File: src/cpu_dyn_threshold_map.vh
// Register offsets, field positions, reset values and interval counts of the CPU threshold block.
`ifndef CPU_DYN_THRESHOLD_MAP_VH
`define CPU_DYN_THRESHOLD_MAP_VH

`define ADDR_DYN_CTRL        8'h90
`define ADDR_CH0_OFFSET      8'h94
`define ADDR_CH1_OFFSET      8'h95

`define DYN_CTRL_RESET       8'h00
`define OFFSET_RESET         8'h00

`define CODE_LSB             3
`define CODE_MSB             5
`define CAPTURE_BIT          6
`define DYN_ENABLE_BIT       7
`define DYN_CTRL_WRITE_MASK  8'hf8

`define DEC_BASE_CYCLES      12'h008
`define INC_BASE_CYCLES      12'h010
`define MONITOR_CYCLES_PER_S 8

`define OFFSET_MIN           8'hc1
`define TEMP_MAX             8'h7f
`define TEMP_MIN             8'h80

`endif

File: src/dyn_interval_timer.v
// Interval timer that paces threshold decreases and increases in monitoring cycles.
`timescale 1ns/10ps
`include "cpu_dyn_threshold_map.vh"

module dyn_interval_timer (
	input  wire       clock,
	input  wire       rst_n,
	input  wire       enable,
	input  wire [2:0] interval_code,
	input  wire       monitor_tick,
	output reg        decrease_due,
	output reg        increase_due
);

	reg  [11:0] dec_count;
	reg  [11:0] inc_count;
	wire [11:0] dec_limit;
	wire [11:0] inc_limit;

	// Code n gives 8 << n decrease cycles and 16 << n increase cycles; 2048 fits 12 bits.
	assign dec_limit = `DEC_BASE_CYCLES << interval_code;
	assign inc_limit = `INC_BASE_CYCLES << interval_code;

	always @(posedge clock or negedge rst_n) begin
		if (!rst_n) begin
			dec_count    <= 12'h000;
			inc_count    <= 12'h000;
			decrease_due <= 1'b0;
			increase_due <= 1'b0;
		end else begin
			decrease_due <= 1'b0;
			increase_due <= 1'b0;
			if (!enable) begin
				dec_count <= 12'h000;
				inc_count <= 12'h000;
			end else if (monitor_tick) begin
				// A shortened code takes effect at once: any count past the new limit fires.
				if (dec_count + 12'h001 >= dec_limit) begin
					dec_count    <= 12'h000;
					decrease_due <= 1'b1;
				end else begin
					dec_count <= dec_count + 12'h001;
				end
				if (inc_count + 12'h001 >= inc_limit) begin
					inc_count    <= 12'h000;
					increase_due <= 1'b1;
				end else begin
					inc_count <= inc_count + 12'h001;
				end
			end
		end
	end

endmodule // dyn_interval_timer

File: src/cpu_sensor_dynamic_threshold_cfg.v
// Control and offset registers, offset correction, capture and dynamic threshold for CPU sensors.
//
// Functional notes
// - Control register at 0x90 resets to 0x00.
// - Bits 5:3 choose adjustment interval in cycles.
// - Decrease 8<<n cycles, increase twice that.
// - Capture bit set: overtemp copies channel-0 reading.
// - Capture bit clear: overtemp ignored, operating point kept.
// - Enable bit set: threshold adjusts dynamically.
// - Enable bit clear: programmed threshold left unchanged.
// - Lock set makes 0x90 read-only.
// - Offset at 0x94 applied to channel 0.
// - Offset at 0x95 applied to channel 1.
// - Offset spans -63 to +127 degrees.
// - Both offset registers reset to 0x00.
// - Lock set blocks offset register writes.
`timescale 1ns/10ps
`include "cpu_dyn_threshold_map.vh"

module cpu_sensor_dynamic_threshold_cfg (
	input  wire       clock,
	input  wire       rst_n,
	input  wire [7:0] reg_addr,
	input  wire [7:0] reg_wdata,
	input  wire       reg_write,
	input  wire       reg_read,
	output reg  [7:0] reg_rdata,
	input  wire       config_lock,
	input  wire       overtemp_input_n,
	input  wire       monitor_tick,
	input  wire [7:0] cpu_sensor_ch0_raw,
	input  wire       cpu_sensor_ch0_valid,
	input  wire [7:0] cpu_sensor_ch1_raw,
	input  wire       cpu_sensor_ch1_valid,
	output reg  [7:0] cpu_sensor_ch0_temp,
	output reg        cpu_sensor_ch0_temp_valid,
	output reg  [7:0] cpu_sensor_ch1_temp,
	output reg        cpu_sensor_ch1_temp_valid,
	input  wire [7:0] operating_point,
	output reg  [7:0] operating_point_value,
	output reg        operating_point_load,
	input  wire [7:0] threshold_programmed,
	input  wire [7:0] zone_high_limit,
	input  wire [7:0] zone_low_limit,
	output reg  [7:0] fan_start_threshold
);

	// Control register; bits 2:0 are unused_bits and are never stored.
	reg  [7:0] dyn_ctrl;
	reg  [7:0] ch0_offset;
	reg  [7:0] ch1_offset;

	// Overtemperature pin synchroniser and edge history.
	reg        overtemp_meta;
	reg        overtemp_sync;
	reg        overtemp_prev;
	wire       overtemp_rise;

	// Lock is a level from logic in this clock domain.
	wire       write_allowed;
	wire       write_ctrl;
	wire       write_ch0;
	wire       write_ch1;

	wire [2:0] cpu_adjust_interval_code;
	wire       overtemp_capture_select;
	wire       dyn_enable;

	wire       decrease_due;
	wire       increase_due;

	reg  [7:0] next_threshold;
	reg  [7:0] next_rdata;

	// Channel inputs and offsets gathered by index so that one loop body serves both channels.
	wire [7:0] chan_raw       [0:1];
	wire [7:0] chan_offset    [0:1];
	wire [7:0] chan_corrected [0:1];

	assign cpu_adjust_interval_code = dyn_ctrl[`CODE_MSB:`CODE_LSB];
	assign overtemp_capture_select  = dyn_ctrl[`CAPTURE_BIT];
	assign dyn_enable               = dyn_ctrl[`DYN_ENABLE_BIT];

	// Sign-extended sum of a reading and an offset, saturated to the signed 8-bit range.
	function [7:0] apply_offset;
		input [7:0] raw;
		input [7:0] offset;
		reg   [7:0] eff;
		reg   [8:0] sum;
		begin
			eff = offset;
			// Offsets below the supported floor behave as the floor itself.
			if (offset[7] && (offset < `OFFSET_MIN)) begin
				eff = `OFFSET_MIN;
			end
			sum = {raw[7], raw} + {eff[7], eff};
			if (sum[8] != sum[7]) begin
				apply_offset = sum[8] ? `TEMP_MIN : `TEMP_MAX;
			end else begin
				apply_offset = sum[7:0];
			end
		end
	endfunction

	// Signed greater-than on 8-bit two's complement temperatures.
	function signed_gt;
		input [7:0] a;
		input [7:0] b;
		begin
			signed_gt = $signed(a) > $signed(b);
		end
	endfunction

	// Address decode, used by both the write path and the read path.
	function [1:0] decode_addr;
		input [7:0] addr;
		begin
			if (addr == `ADDR_DYN_CTRL) begin
				decode_addr = 2'h1;
			end else if (addr == `ADDR_CH0_OFFSET) begin
				decode_addr = 2'h2;
			end else if (addr == `ADDR_CH1_OFFSET) begin
				decode_addr = 2'h3;
			end else begin
				decode_addr = 2'h0;
			end
		end
	endfunction

	// Both channels share one correction body; a further channel would only widen the index.
	assign chan_raw[0]    = cpu_sensor_ch0_raw;
	assign chan_raw[1]    = cpu_sensor_ch1_raw;
	assign chan_offset[0] = ch0_offset;
	assign chan_offset[1] = ch1_offset;

	genvar ch;
	generate
		for (ch = 0; ch < 2; ch = ch + 1) begin : g_chan
			assign chan_corrected[ch] = apply_offset(chan_raw[ch], chan_offset[ch]);
		end
	endgenerate

	assign write_allowed = reg_write && !config_lock;
	assign write_ctrl    = write_allowed && (decode_addr(reg_addr) == 2'h1);
	assign write_ch0     = write_allowed && (decode_addr(reg_addr) == 2'h2);
	assign write_ch1     = write_allowed && (decode_addr(reg_addr) == 2'h3);

	// Register writes. A locked write is dropped silently; nothing at the port reports it.
	always @(posedge clock or negedge rst_n) begin
		if (!rst_n) begin
			dyn_ctrl   <= `DYN_CTRL_RESET;
			ch0_offset <= `OFFSET_RESET;
			ch1_offset <= `OFFSET_RESET;
		end else begin
			if (write_ctrl) begin
				dyn_ctrl <= reg_wdata & `DYN_CTRL_WRITE_MASK;
			end
			if (write_ch0) begin
				ch0_offset <= reg_wdata;
			end
			if (write_ch1) begin
				ch1_offset <= reg_wdata;
			end
		end
	end

	// Read data: one cycle after the read strobe, held until the next read.
	always @* begin
		case (decode_addr(reg_addr))
			2'h1: begin
				next_rdata = dyn_ctrl;
			end
			2'h2: begin
				next_rdata = ch0_offset;
			end
			2'h3: begin
				next_rdata = ch1_offset;
			end
			default: begin
				next_rdata = 8'h00;
			end
		endcase
	end

	always @(posedge clock or negedge rst_n) begin
		if (!rst_n) begin
			reg_rdata <= 8'h00;
		end else if (reg_read) begin
			reg_rdata <= next_rdata;
		end
	end

	// The pin is asynchronous; edge logic looks only at the second and third stages, never at the first.
	always @(posedge clock or negedge rst_n) begin
		if (!rst_n) begin
			overtemp_meta <= 1'b0;
			overtemp_sync <= 1'b0;
			overtemp_prev <= 1'b0;
		end else begin
			overtemp_meta <= !overtemp_input_n;
			overtemp_sync <= overtemp_meta;
			overtemp_prev <= overtemp_sync;
		end
	end

	assign overtemp_rise = overtemp_sync && !overtemp_prev;

	// Offset correction. Every consumer downstream sees only corrected readings.
	always @(posedge clock or negedge rst_n) begin
		if (!rst_n) begin
			cpu_sensor_ch0_temp       <= 8'h00;
			cpu_sensor_ch0_temp_valid <= 1'b0;
			cpu_sensor_ch1_temp       <= 8'h00;
			cpu_sensor_ch1_temp_valid <= 1'b0;
		end else begin
			cpu_sensor_ch0_temp_valid <= cpu_sensor_ch0_valid;
			cpu_sensor_ch1_temp_valid <= cpu_sensor_ch1_valid;
			if (cpu_sensor_ch0_valid) begin
				cpu_sensor_ch0_temp <= chan_corrected[0];
			end
			if (cpu_sensor_ch1_valid) begin
				cpu_sensor_ch1_temp <= chan_corrected[1];
			end
		end
	end

	// Capture on the assertion edge, so the operating point is the temperature at which
	// overtemperature began, not a value that keeps climbing while the pin stays low.
	always @(posedge clock or negedge rst_n) begin
		if (!rst_n) begin
			operating_point_value <= 8'h00;
			operating_point_load  <= 1'b0;
		end else begin
			operating_point_load <= 1'b0;
			if (overtemp_rise && overtemp_capture_select) begin
				operating_point_value <= cpu_sensor_ch0_temp;
				operating_point_load  <= 1'b1;
			end
		end
	end

	dyn_interval_timer u_interval_timer (
		.clock         (clock),
		.rst_n         (rst_n),
		.enable        (dyn_enable),
		.interval_code (cpu_adjust_interval_code),
		.monitor_tick  (monitor_tick),
		.decrease_due  (decrease_due),
		.increase_due  (increase_due)
	);

	// Running hot above the operating point lowers the threshold so fans start earlier;
	// running cool below the low limit raises it again, at half the pace.
	always @* begin
		next_threshold = fan_start_threshold;
		if (!dyn_enable) begin
			next_threshold = threshold_programmed;
		end else if (decrease_due
				&& signed_gt(cpu_sensor_ch0_temp, operating_point)
				&& signed_gt(fan_start_threshold, zone_low_limit)) begin
			next_threshold = fan_start_threshold - 8'h01;
		end else if (increase_due
				&& signed_gt(zone_low_limit, cpu_sensor_ch0_temp)
				&& signed_gt(zone_high_limit, fan_start_threshold)) begin
			next_threshold = fan_start_threshold + 8'h01;
		end
	end

	always @(posedge clock or negedge rst_n) begin
		if (!rst_n) begin
			fan_start_threshold <= 8'h00;
		end else begin
			fan_start_threshold <= next_threshold;
		end
	end

endmodule // cpu_sensor_dynamic_threshold_cfg

File: config.mk
export PLATFORM = sky130hd
export DESIGN_NAME = cpu_sensor_dynamic_threshold_cfg
export DESIGN_NICKNAME = d
export VERILOG_FILES = /design/src/dyn_interval_timer.v /design/src/cpu_sensor_dynamic_threshold_cfg.v
export VERILOG_INCLUDE_DIRS = /design/src
export SDC_FILE = /design/constraint.sdc
export NUM_CORES = 1
export LEC_CHECK = 0
export ABC_AREA = 1
export BUFFER_PORTS_ARGS = -buffer_cell sky130_fd_sc_hd__buf_2
export CAP_MARGIN = 10
export CORE_MARGIN = 4
export CORE_UTILIZATION = 62
export DETAILED_ROUTE_END_ITERATION = 12
export PLACE_DENSITY = 0.87
export SLEW_MARGIN = 15
export SYNTH_ARGS = -nofsm -noshare
export SYNTH_HDL_FRONTEND = slang
export SYNTH_HIERARCHICAL = 1
export SYNTH_SLANG_ARGS = --single-unit
export TNS_END_PERCENT = 5
File: constraint.sdc
create_clock -name clock -period 8 [get_ports clock]
set_clock_uncertainty 0.1 [all_clocks]
set_input_delay 0 -clock clock [delete_from_list [all_inputs] [get_ports clock]]
set_output_delay 0 -clock clock [all_outputs]
set_load 0.05 [all_outputs]
==> reports/summary.txt, run 1 <==
Run status: complete, no violations
Starting density of the core: 63.4%
CP Capture Type: flip-flop
RSZ-0062 raised after global routing: false
Lkg Pwr: 4.40 nW
Vias in the first global route: 6263
Clk Latency, worst-skew pair: 0.37 ns
Antenna violations before repair: 0
Fin Hold WS: 0.0317 ns
Largest net degree at the start of global routing: 55
Die Y-Extent: 113 um
Post-synth EDFFs: 0
HP Class: input port to async pin
Crit path max-delay family: compound AO/OA/AOI/OAI gates
Synth Flop Type: dfrtp_1
Final-stage net count: 1186
CP max-delay cell: dfrtp_1
Antenna diode count: 0
CTS resizes: 0
Final min period: 3.25 ns
Power per cell area: 137 nW/um^2
PnR worst setup slack: 4.75 ns
Reg2Reg Launch Point: fan_start_threshold[7]
First DRT Iteration DRCs: 410
Area of the multi-input gates: 3870 sq um
Drt drc: 0
Final setup viols: 0
Drt first pass iters: 5
Routed wire length: 16800 um
Pre-CTS setup slack: 4.83 ns
HPWL after DPL: 12800 um
Cell count after synthesis: 903
CP Buf/Inv Count: 1
Most common cell in the netlist: nand2_1
Startpoint Class: flip-flop
GRT Residual Overflow: 0
Seq cells post-synth: 93
Top cells by count, synth: nand2_1, inv_1, dfrtp_1
Slowest Stage Delay on Critical Path: 0.45 ns
GP Congestion: 0.913
Drt wl/cell: 14.2 um
Most used cell, CP: nand2_1
Final period util: 40.7%
Die area: 12800 sq um
H-Tree Depth: 3
Ys async rst share: 100%
Largest registers: u_interval_timer/dec_count (12), u_interval_timer/inc_count (12)
Mapped cell area: 6870 sq um
Synthesis-to-layout area growth: 15.7%
First-pass GRT wire length: 28600 um
Num ports: 116
Max Fclk: 0.307 GHz
Class of the most critical setup path: flip-flop to flip-flop
Warnings, synthesis: 6
Core ar.: 10800 sq um
Critical Path AT: 3.42 ns
Deepest clock path buffer count: 2
Register area: 2330 sq um
CP Max Fanout: 6
Fillers: 798
Final Hold Violating Endpoints: 0
Clock slew at reported path FFs: 0.10 ns
Synth area leaders: dfrtp_1, ha_1, nand2_1
R2r worst-path depth: 17
Relative slew slack: 25.5%
GRT Util Overall: 26.8%
Layout cell share with drive strength beyond 1: 17.6%
R2R setup slack: 4.75 ns
Die width: 113 um
Synth top area share: 33.9%
Routed Antenna Nets: 0
CTS Buf Count: 9
I/O Buffers: 115
Clock root cell: clkbuf_8
Req. time, crit path: 8.17 ns
Yosys top cell by area: dfrtp_1
Worst vdd ir: 0.000115 V
Register area share after synthesis: 33.9%
TritonCTS Sinks: 93
Vias: 6459
Final Max Tran Viols: 0
CTS tree: done
Worst path cell trace: ha_1 > a21o_1 > nor2_2 > nand2_1 > nand2_1 > nand2_2 > nand3_4 > inv_1 > ha_1 > nand2_1 > o21ai_0 > a21oi_1 > o21bai_1 > xnor2_1 > o21ai_0 > nand2_1 > o21ai_2
Avg Inst Size Synth: 7.61 sq um
Yosys cell types: 48
Power Total: 1.09 mW
Reg2reg end: fan_start_threshold[6]
Core Rows: 38
Worst-Margin Slew: 1.11 ns
Max Cap Violations: 0
Syn_nets: 1051
Vias per cell: 5.46
Final setup TNS: 0 ns
-- how the worst max path moves through the flow --
stage / slack [ns] / cells past startpoint / end / start
6_report: 4.75 / 17 / fan_start_threshold[6] / fan_start_threshold[7]
3_3_place_gp: 5.06 / 17 / fan_start_threshold[6] / fan_start_threshold[7]
2_1_floorplan: 4.90 / 17 / fan_start_threshold[6] / fan_start_threshold[7]
5_1_grt: 4.47 / 22 / fan_start_threshold[6] / fan_start_threshold[0]
4_1_cts: 4.81 / 17 / fan_start_threshold[6] / fan_start_threshold[7]
3_5_place_dp: 4.83 / 17 / fan_start_threshold[6] / fan_start_threshold[7]
-- power breakdown --
part / switching [mW] / internal (mW) / total, mW
clock network: 0.172 / 0.144 / 0.316
registers: 0.0158 / 0.490 / 0.506
logic: 0.183 / 0.0877 / 0.270
-- stage by stage --
| step | std cells | area, sq um | util [%] |
|---|---|---|---|
| final | 1182 | 7950 | 73.3 |
| after detailed placement | 1143 | 7520 | 69.4 |
| after CTS | 1182 | 7950 | 73.3 |
| after global routing | 1182 | 7950 | 73.3 |
| after floorplan | 903 | 6870 | - |
| after global placement | 1143 | 7520 | 69.4 |
-- routing by layer --
layer,routed length [um],track usage (%),vias up
met5,0,0,-
met4,451,8.81,0
met3,958,3.96,46
met2,7990,45.5,228
met1,7360,35.3,2971
li1,-,-,3214
-- area by class of cell --
cell class              instances  area share [%]
flip-flops and latches         93            29.3
multi-input cells             644            48.7
repair buffers                140            10.4
clock buffers                   9            1.56
well taps                     140            2.20
inverters                     150            7.08
clock inverters                 6           0.787
-- logic make-up after synthesis --
family,Yosys count,synth area share [%]
AOI/OAI and AO/OA,152,13.4
and+or+nand+nor,393,25.7
adders and majority gates,75,14.0
xor gates and xnor gates,22,2.92
muxes,2,0.328
DFF,93,33.9
buffers and inverters,166,9.75
-- what timing repair did --
action,in CTS,in global routing
buffers inserted,0,0
endpoints found under the hold margin,89,0
hold buffers,24,0
-- placed cells by master (no fill, tap or decap), types with 6 or more instances in the layout --
cell	count
o22ai_1	9
dlygate4sd3_1	24
nand4_1	28
o21ai_2	18
dfrtp_1	93
a21oi_1	40
inv_1	143
xnor2_1	7
nand2_1	228
buf_2	114
ha_1	72
inv_2	6
o21ai_0	49
nand3_1	42
nor2_1	61
a21o_1	7
clkbuf_8	9
o21ai_1	6
xor2_1	14
Power figures use the tool's default switching activity.
==> run 2, diff against run 1 <==
- ABC_AREA: 1 -> 0
- CORE_UTILIZATION: 62 -> 58
- PLACE_DENSITY: 0.87 -> 0.82
- clock period: 8 -> 3.2 ns (I/O delays scaled with it)
==> run 2 against run 1 <==
The run now ends with negative setup slack left. Non-clock buffer count is 45 higher. Synthesized cell count is 22% lower. Hold slack worse by 0.023 ns. Global-route usage is 0.74 points higher. Wire length is 8.1% higher. Maximum frequency is 1.4% lower. Critical path depth is 1 lower. Setup slack worse by 4.8 ns. Critical path type unchanged. Largest cell class unchanged. Largest power group unchanged. Highest routed layer unchanged.
==> reports/summary.txt, run 2 <==
Run status: finished, violations left
Failing checks: negative setup slack
First DRT Iteration DRCs: 476 (+16%)
Synth top area share: 34.3% (+0.46 points)
Fillers: 818 (+2.5%)
Reg2Reg Launch Point: cpu_sensor_ch0_temp[5]
Final setup viols: 2 (+2)
I/O Buffers: 115 (unchanged)
Vias per cell: 6.01 (+10%)
Antenna diode count: 0 (unchanged)
GRT Residual Overflow: 0 (unchanged)
GRT Util Overall: 27.6% (+0.74 points)
GP Congestion: 0.925 (+1.3%)
Req. time, crit path: 3.38 ns (-4.79 ns)
Top cells by count, synth: dfrtp_1, ha_1, inv_1
Seq cells post-synth: 93 (unchanged)
Synth Flop Type: dfrtp_1
Register area share after synthesis: 34.3% (+0.46 points)
CTS tree: done
Class of the most critical setup path: flip-flop to flip-flop
Most common cell after layout, fill and taps aside: buf_2
Final setup TNS: -0.194 ns (-0.194 ns)
Routed Antenna Nets: 0 (unchanged)
CP Max Fanout: 4 (-2)
Synthesis-to-layout area growth: 25.8%
Core ar.: 11400 sq um (+5.3%)
Clock root cell: clkbuf_16
Antenna violations before repair: 0 (unchanged)
Core Rows: 39 (+2.6%)
Post-synth EDFFs: 0 (unchanged)
Reg2reg end: fan_start_threshold[7]
Fin Hold WS: 0.00882 ns (-0.0229 ns)
H-Tree Depth: 3 (unchanged)
Die area: 13500 sq um (+5.1%)
Avg Inst Size Synth: 9.68 sq um (+27%)
Drt wl/cell: 17.7 um (+24%)
First-pass GRT wire length: 29300 um (+2.5%)
Drt drc: 0 (unchanged)
Final min period: 3.30 ns (+0.0474 ns)
Switching pwr: 0.929 mW (+150%)
Layout cell share with drive strength beyond 1: 32.0% (+14 points)
CP Capture Type: flip-flop
Die width: 116 um (+2.5%)
Vias: 6170 (-4.5%)
Final-stage net count: 1026 (-13%)
Cell count after synthesis: 700 (-22%)
Max Cap Violations: 0 (unchanged)
Yosys top cell by area: dfrtp_1
Finished Core Util: 74.6% (+1.3 points)
Register share of total power: 42.6% (-3.7 points)
Comb pwr share: 23.8% (-0.9 points)
Synth area leaders: dfrtp_1, ha_1, mux2_2
Largest registers: u_interval_timer/dec_count (12), u_interval_timer/inc_count (12)
Final Max Tran Viols: 0 (unchanged)
Yosys cell types: 82 (+71%)
Drt first pass iters: 5 (unchanged)
Starting density of the core: 59.3% (-4.0 points)
Syn_nets: 848 (-19%)
Final period util: 103% (+62 points)
Internal: 2.03 mW (+180%)
Power per cell area: 347 nW/um^2 (+150%)
Clock slew at reported path FFs: 0.07 ns (-0.03 ns)
Final Hold Violating Endpoints: 0 (unchanged)
Largest net degree at the start of global routing: 48 (-13%)
Die Y-Extent: 116 um (+2.5%)
PnR worst setup slack: -0.101 ns (-4.85 ns)
TritonCTS Sinks: 93 (unchanged)
Commonest cells after routing, fill and taps aside: buf_2, dfrtp_1, inv_1
Switching share of power: 31.4% (-2.5 points)
Startpoint Class: flip-flop
Num ports: 116 (unchanged)
Deepest clock path buffer count: 2 (unchanged)
Ys async rst share: 100% (unchanged)
Vias in the first global route: 6116 (-2.3%)
R2R setup slack: -0.10 ns (-4.85 ns)
Routed wire length: 18100 um (+8.1%)
Most common cell in the netlist: dfrtp_1
RSZ-0062 raised after global routing: true
HPWL after DPL: 13800 um (+7.7%)
Worst vdd ir: 0.000362 V (+220%)
Clk Latency, worst-skew pair: 0.35 ns (-0.02 ns)
Relative slew slack: 25.5% (-0.053 points)
Critical Path AT: 3.49 ns (+0.07 ns)
CTS Buf Count: 9 (unchanged)
R2r worst-path depth: 16 (-1)
Clock share of power: 33.6% (+4.7 points)
Lkg Pwr: 4.23 nW (-4.0%)
Warnings, synthesis: 6 (unchanged)
Worst-Margin Slew: 1.11 ns (+0.000791 ns)
Power Total: 2.96 mW (+170%)
Max Fclk: 0.303 GHz (-1.4%)
Mapped cell area: 6780 sq um (-1.3%)
HP Class: input port to async pin
==> run 2: cell count changes in the layout (fill, tap and decap cells not counted), moves of 12 or more <==
cell,before,now
mux2_2,2,23
nand3_1,42,21
o211ai_1,0,12
o21ai_2,18,2
nor2_1,61,32
dfrtp_2,0,16
o21ai_0,49,23
nand2_1,228,44
buf_4,2,45
dfrtp_1,93,77
nand4_1,28,12
inv_1,143,66
==> run 2: worst max-delay path by stage <==
stage                            from                      to  cells past startpoint
4_1_cts        cpu_sensor_ch0_temp[5]  fan_start_threshold[7]                     16
6_report       cpu_sensor_ch0_temp[5]  fan_start_threshold[7]                     16
3_5_place_dp   cpu_sensor_ch0_temp[7]  fan_start_threshold[6]                     15
5_1_grt        cpu_sensor_ch0_temp[5]  fan_start_threshold[6]                     15
2_1_floorplan  fan_start_threshold[1]  fan_start_threshold[7]                     15
3_3_place_gp   fan_start_threshold[3]  fan_start_threshold[6]                     15
==> run 2: layout make-up <==
type                    instances  area, sq um  share of cell area (%)
inverters                      69          264                    3.10
well taps                     143          179                    2.10
clock inverters                 6         38.8                   0.455
clock buffers                  10          229                    2.69
repair buffers                185         1170                    13.7
multi-input cells             520         4300                    50.4
flip-flops and latches         93         2350                    27.5
==> run 2: per-layer routing <==
metal	vias up	routed length, um	global-route usage [%]
li1	2918	-	-
met2	257	8770	46.5
met5	-	0	0
met1	2948	7590	34.8
met3	47	1130	4.39
met4	0	618	12.8
==> run 2: power by group through the flow <==
| stage | combinational, mW | clock, mW | sequential, mW |
|---|---|---|---|
| 2_1_floorplan | 0.286 | 0 | 1.41 |
| 3_3_place_gp | 0.641 | 0 | 1.28 |
| 3_5_place_dp | 0.667 | 0 | 1.28 |
| 4_1_cts | 0.698 | 1.00 | 1.26 |
| 5_1_grt | 0.766 | 1.05 | 1.27 |
| 6_report | 0.705 | 0.993 | 1.26 |
==> run 2: per-stage QoR <==
stage	setup slack (ns)	cell area, sq um	instances
finish	-0.101	8520	1026
detailed placement	-0.165	7910	981
global route	-0.206	8520	1026
global placement	-0.0903	7910	981
floorplan	-0.170	6950	700
CTS	-0.104	8490	1026
==> run 2: repair_timing <==
action / 4_1_cts / 5_1_grt
pin swaps: 8 / 6
endpoints found under the setup margin: 6 / 20
hold buffers: 26 / 0
setup buffers: 3 / 0
resized for setup: 9 / 13
hold endpoints to repair: 103 / 0
==> run 2: worst max-delay path, stage by stage (launching register included) <==
cell and delay (ns):
dfrtp_2 0.43, ha_4 0.28, nand4_1 0.13, a211o_1 0.27, nand4_1 0.11, nand3_2 0.12
or2_4 0.30, inv_6 0.08, ha_4 0.18, a21o_1 0.17, a211oi_2 0.22, nor2_2 0.07
o41ai_2 0.20, buf_4 0.18, nand3_2 0.06, mux2_4 0.28, nand3_2 0.06
==> run 2: cell families (layout without fill, tap and decap cells) <==
kind of cell	after synthesis	count (layout)	share of synthesized area, %
buf+inv	87	270	5.32
simple gates	203	203	16.7
mux	39	39	6.80
xor+xnor	29	29	3.75
compound gates	174	174	18.9
flops	93	93	34.3
fa+ha+maj	75	75	14.2
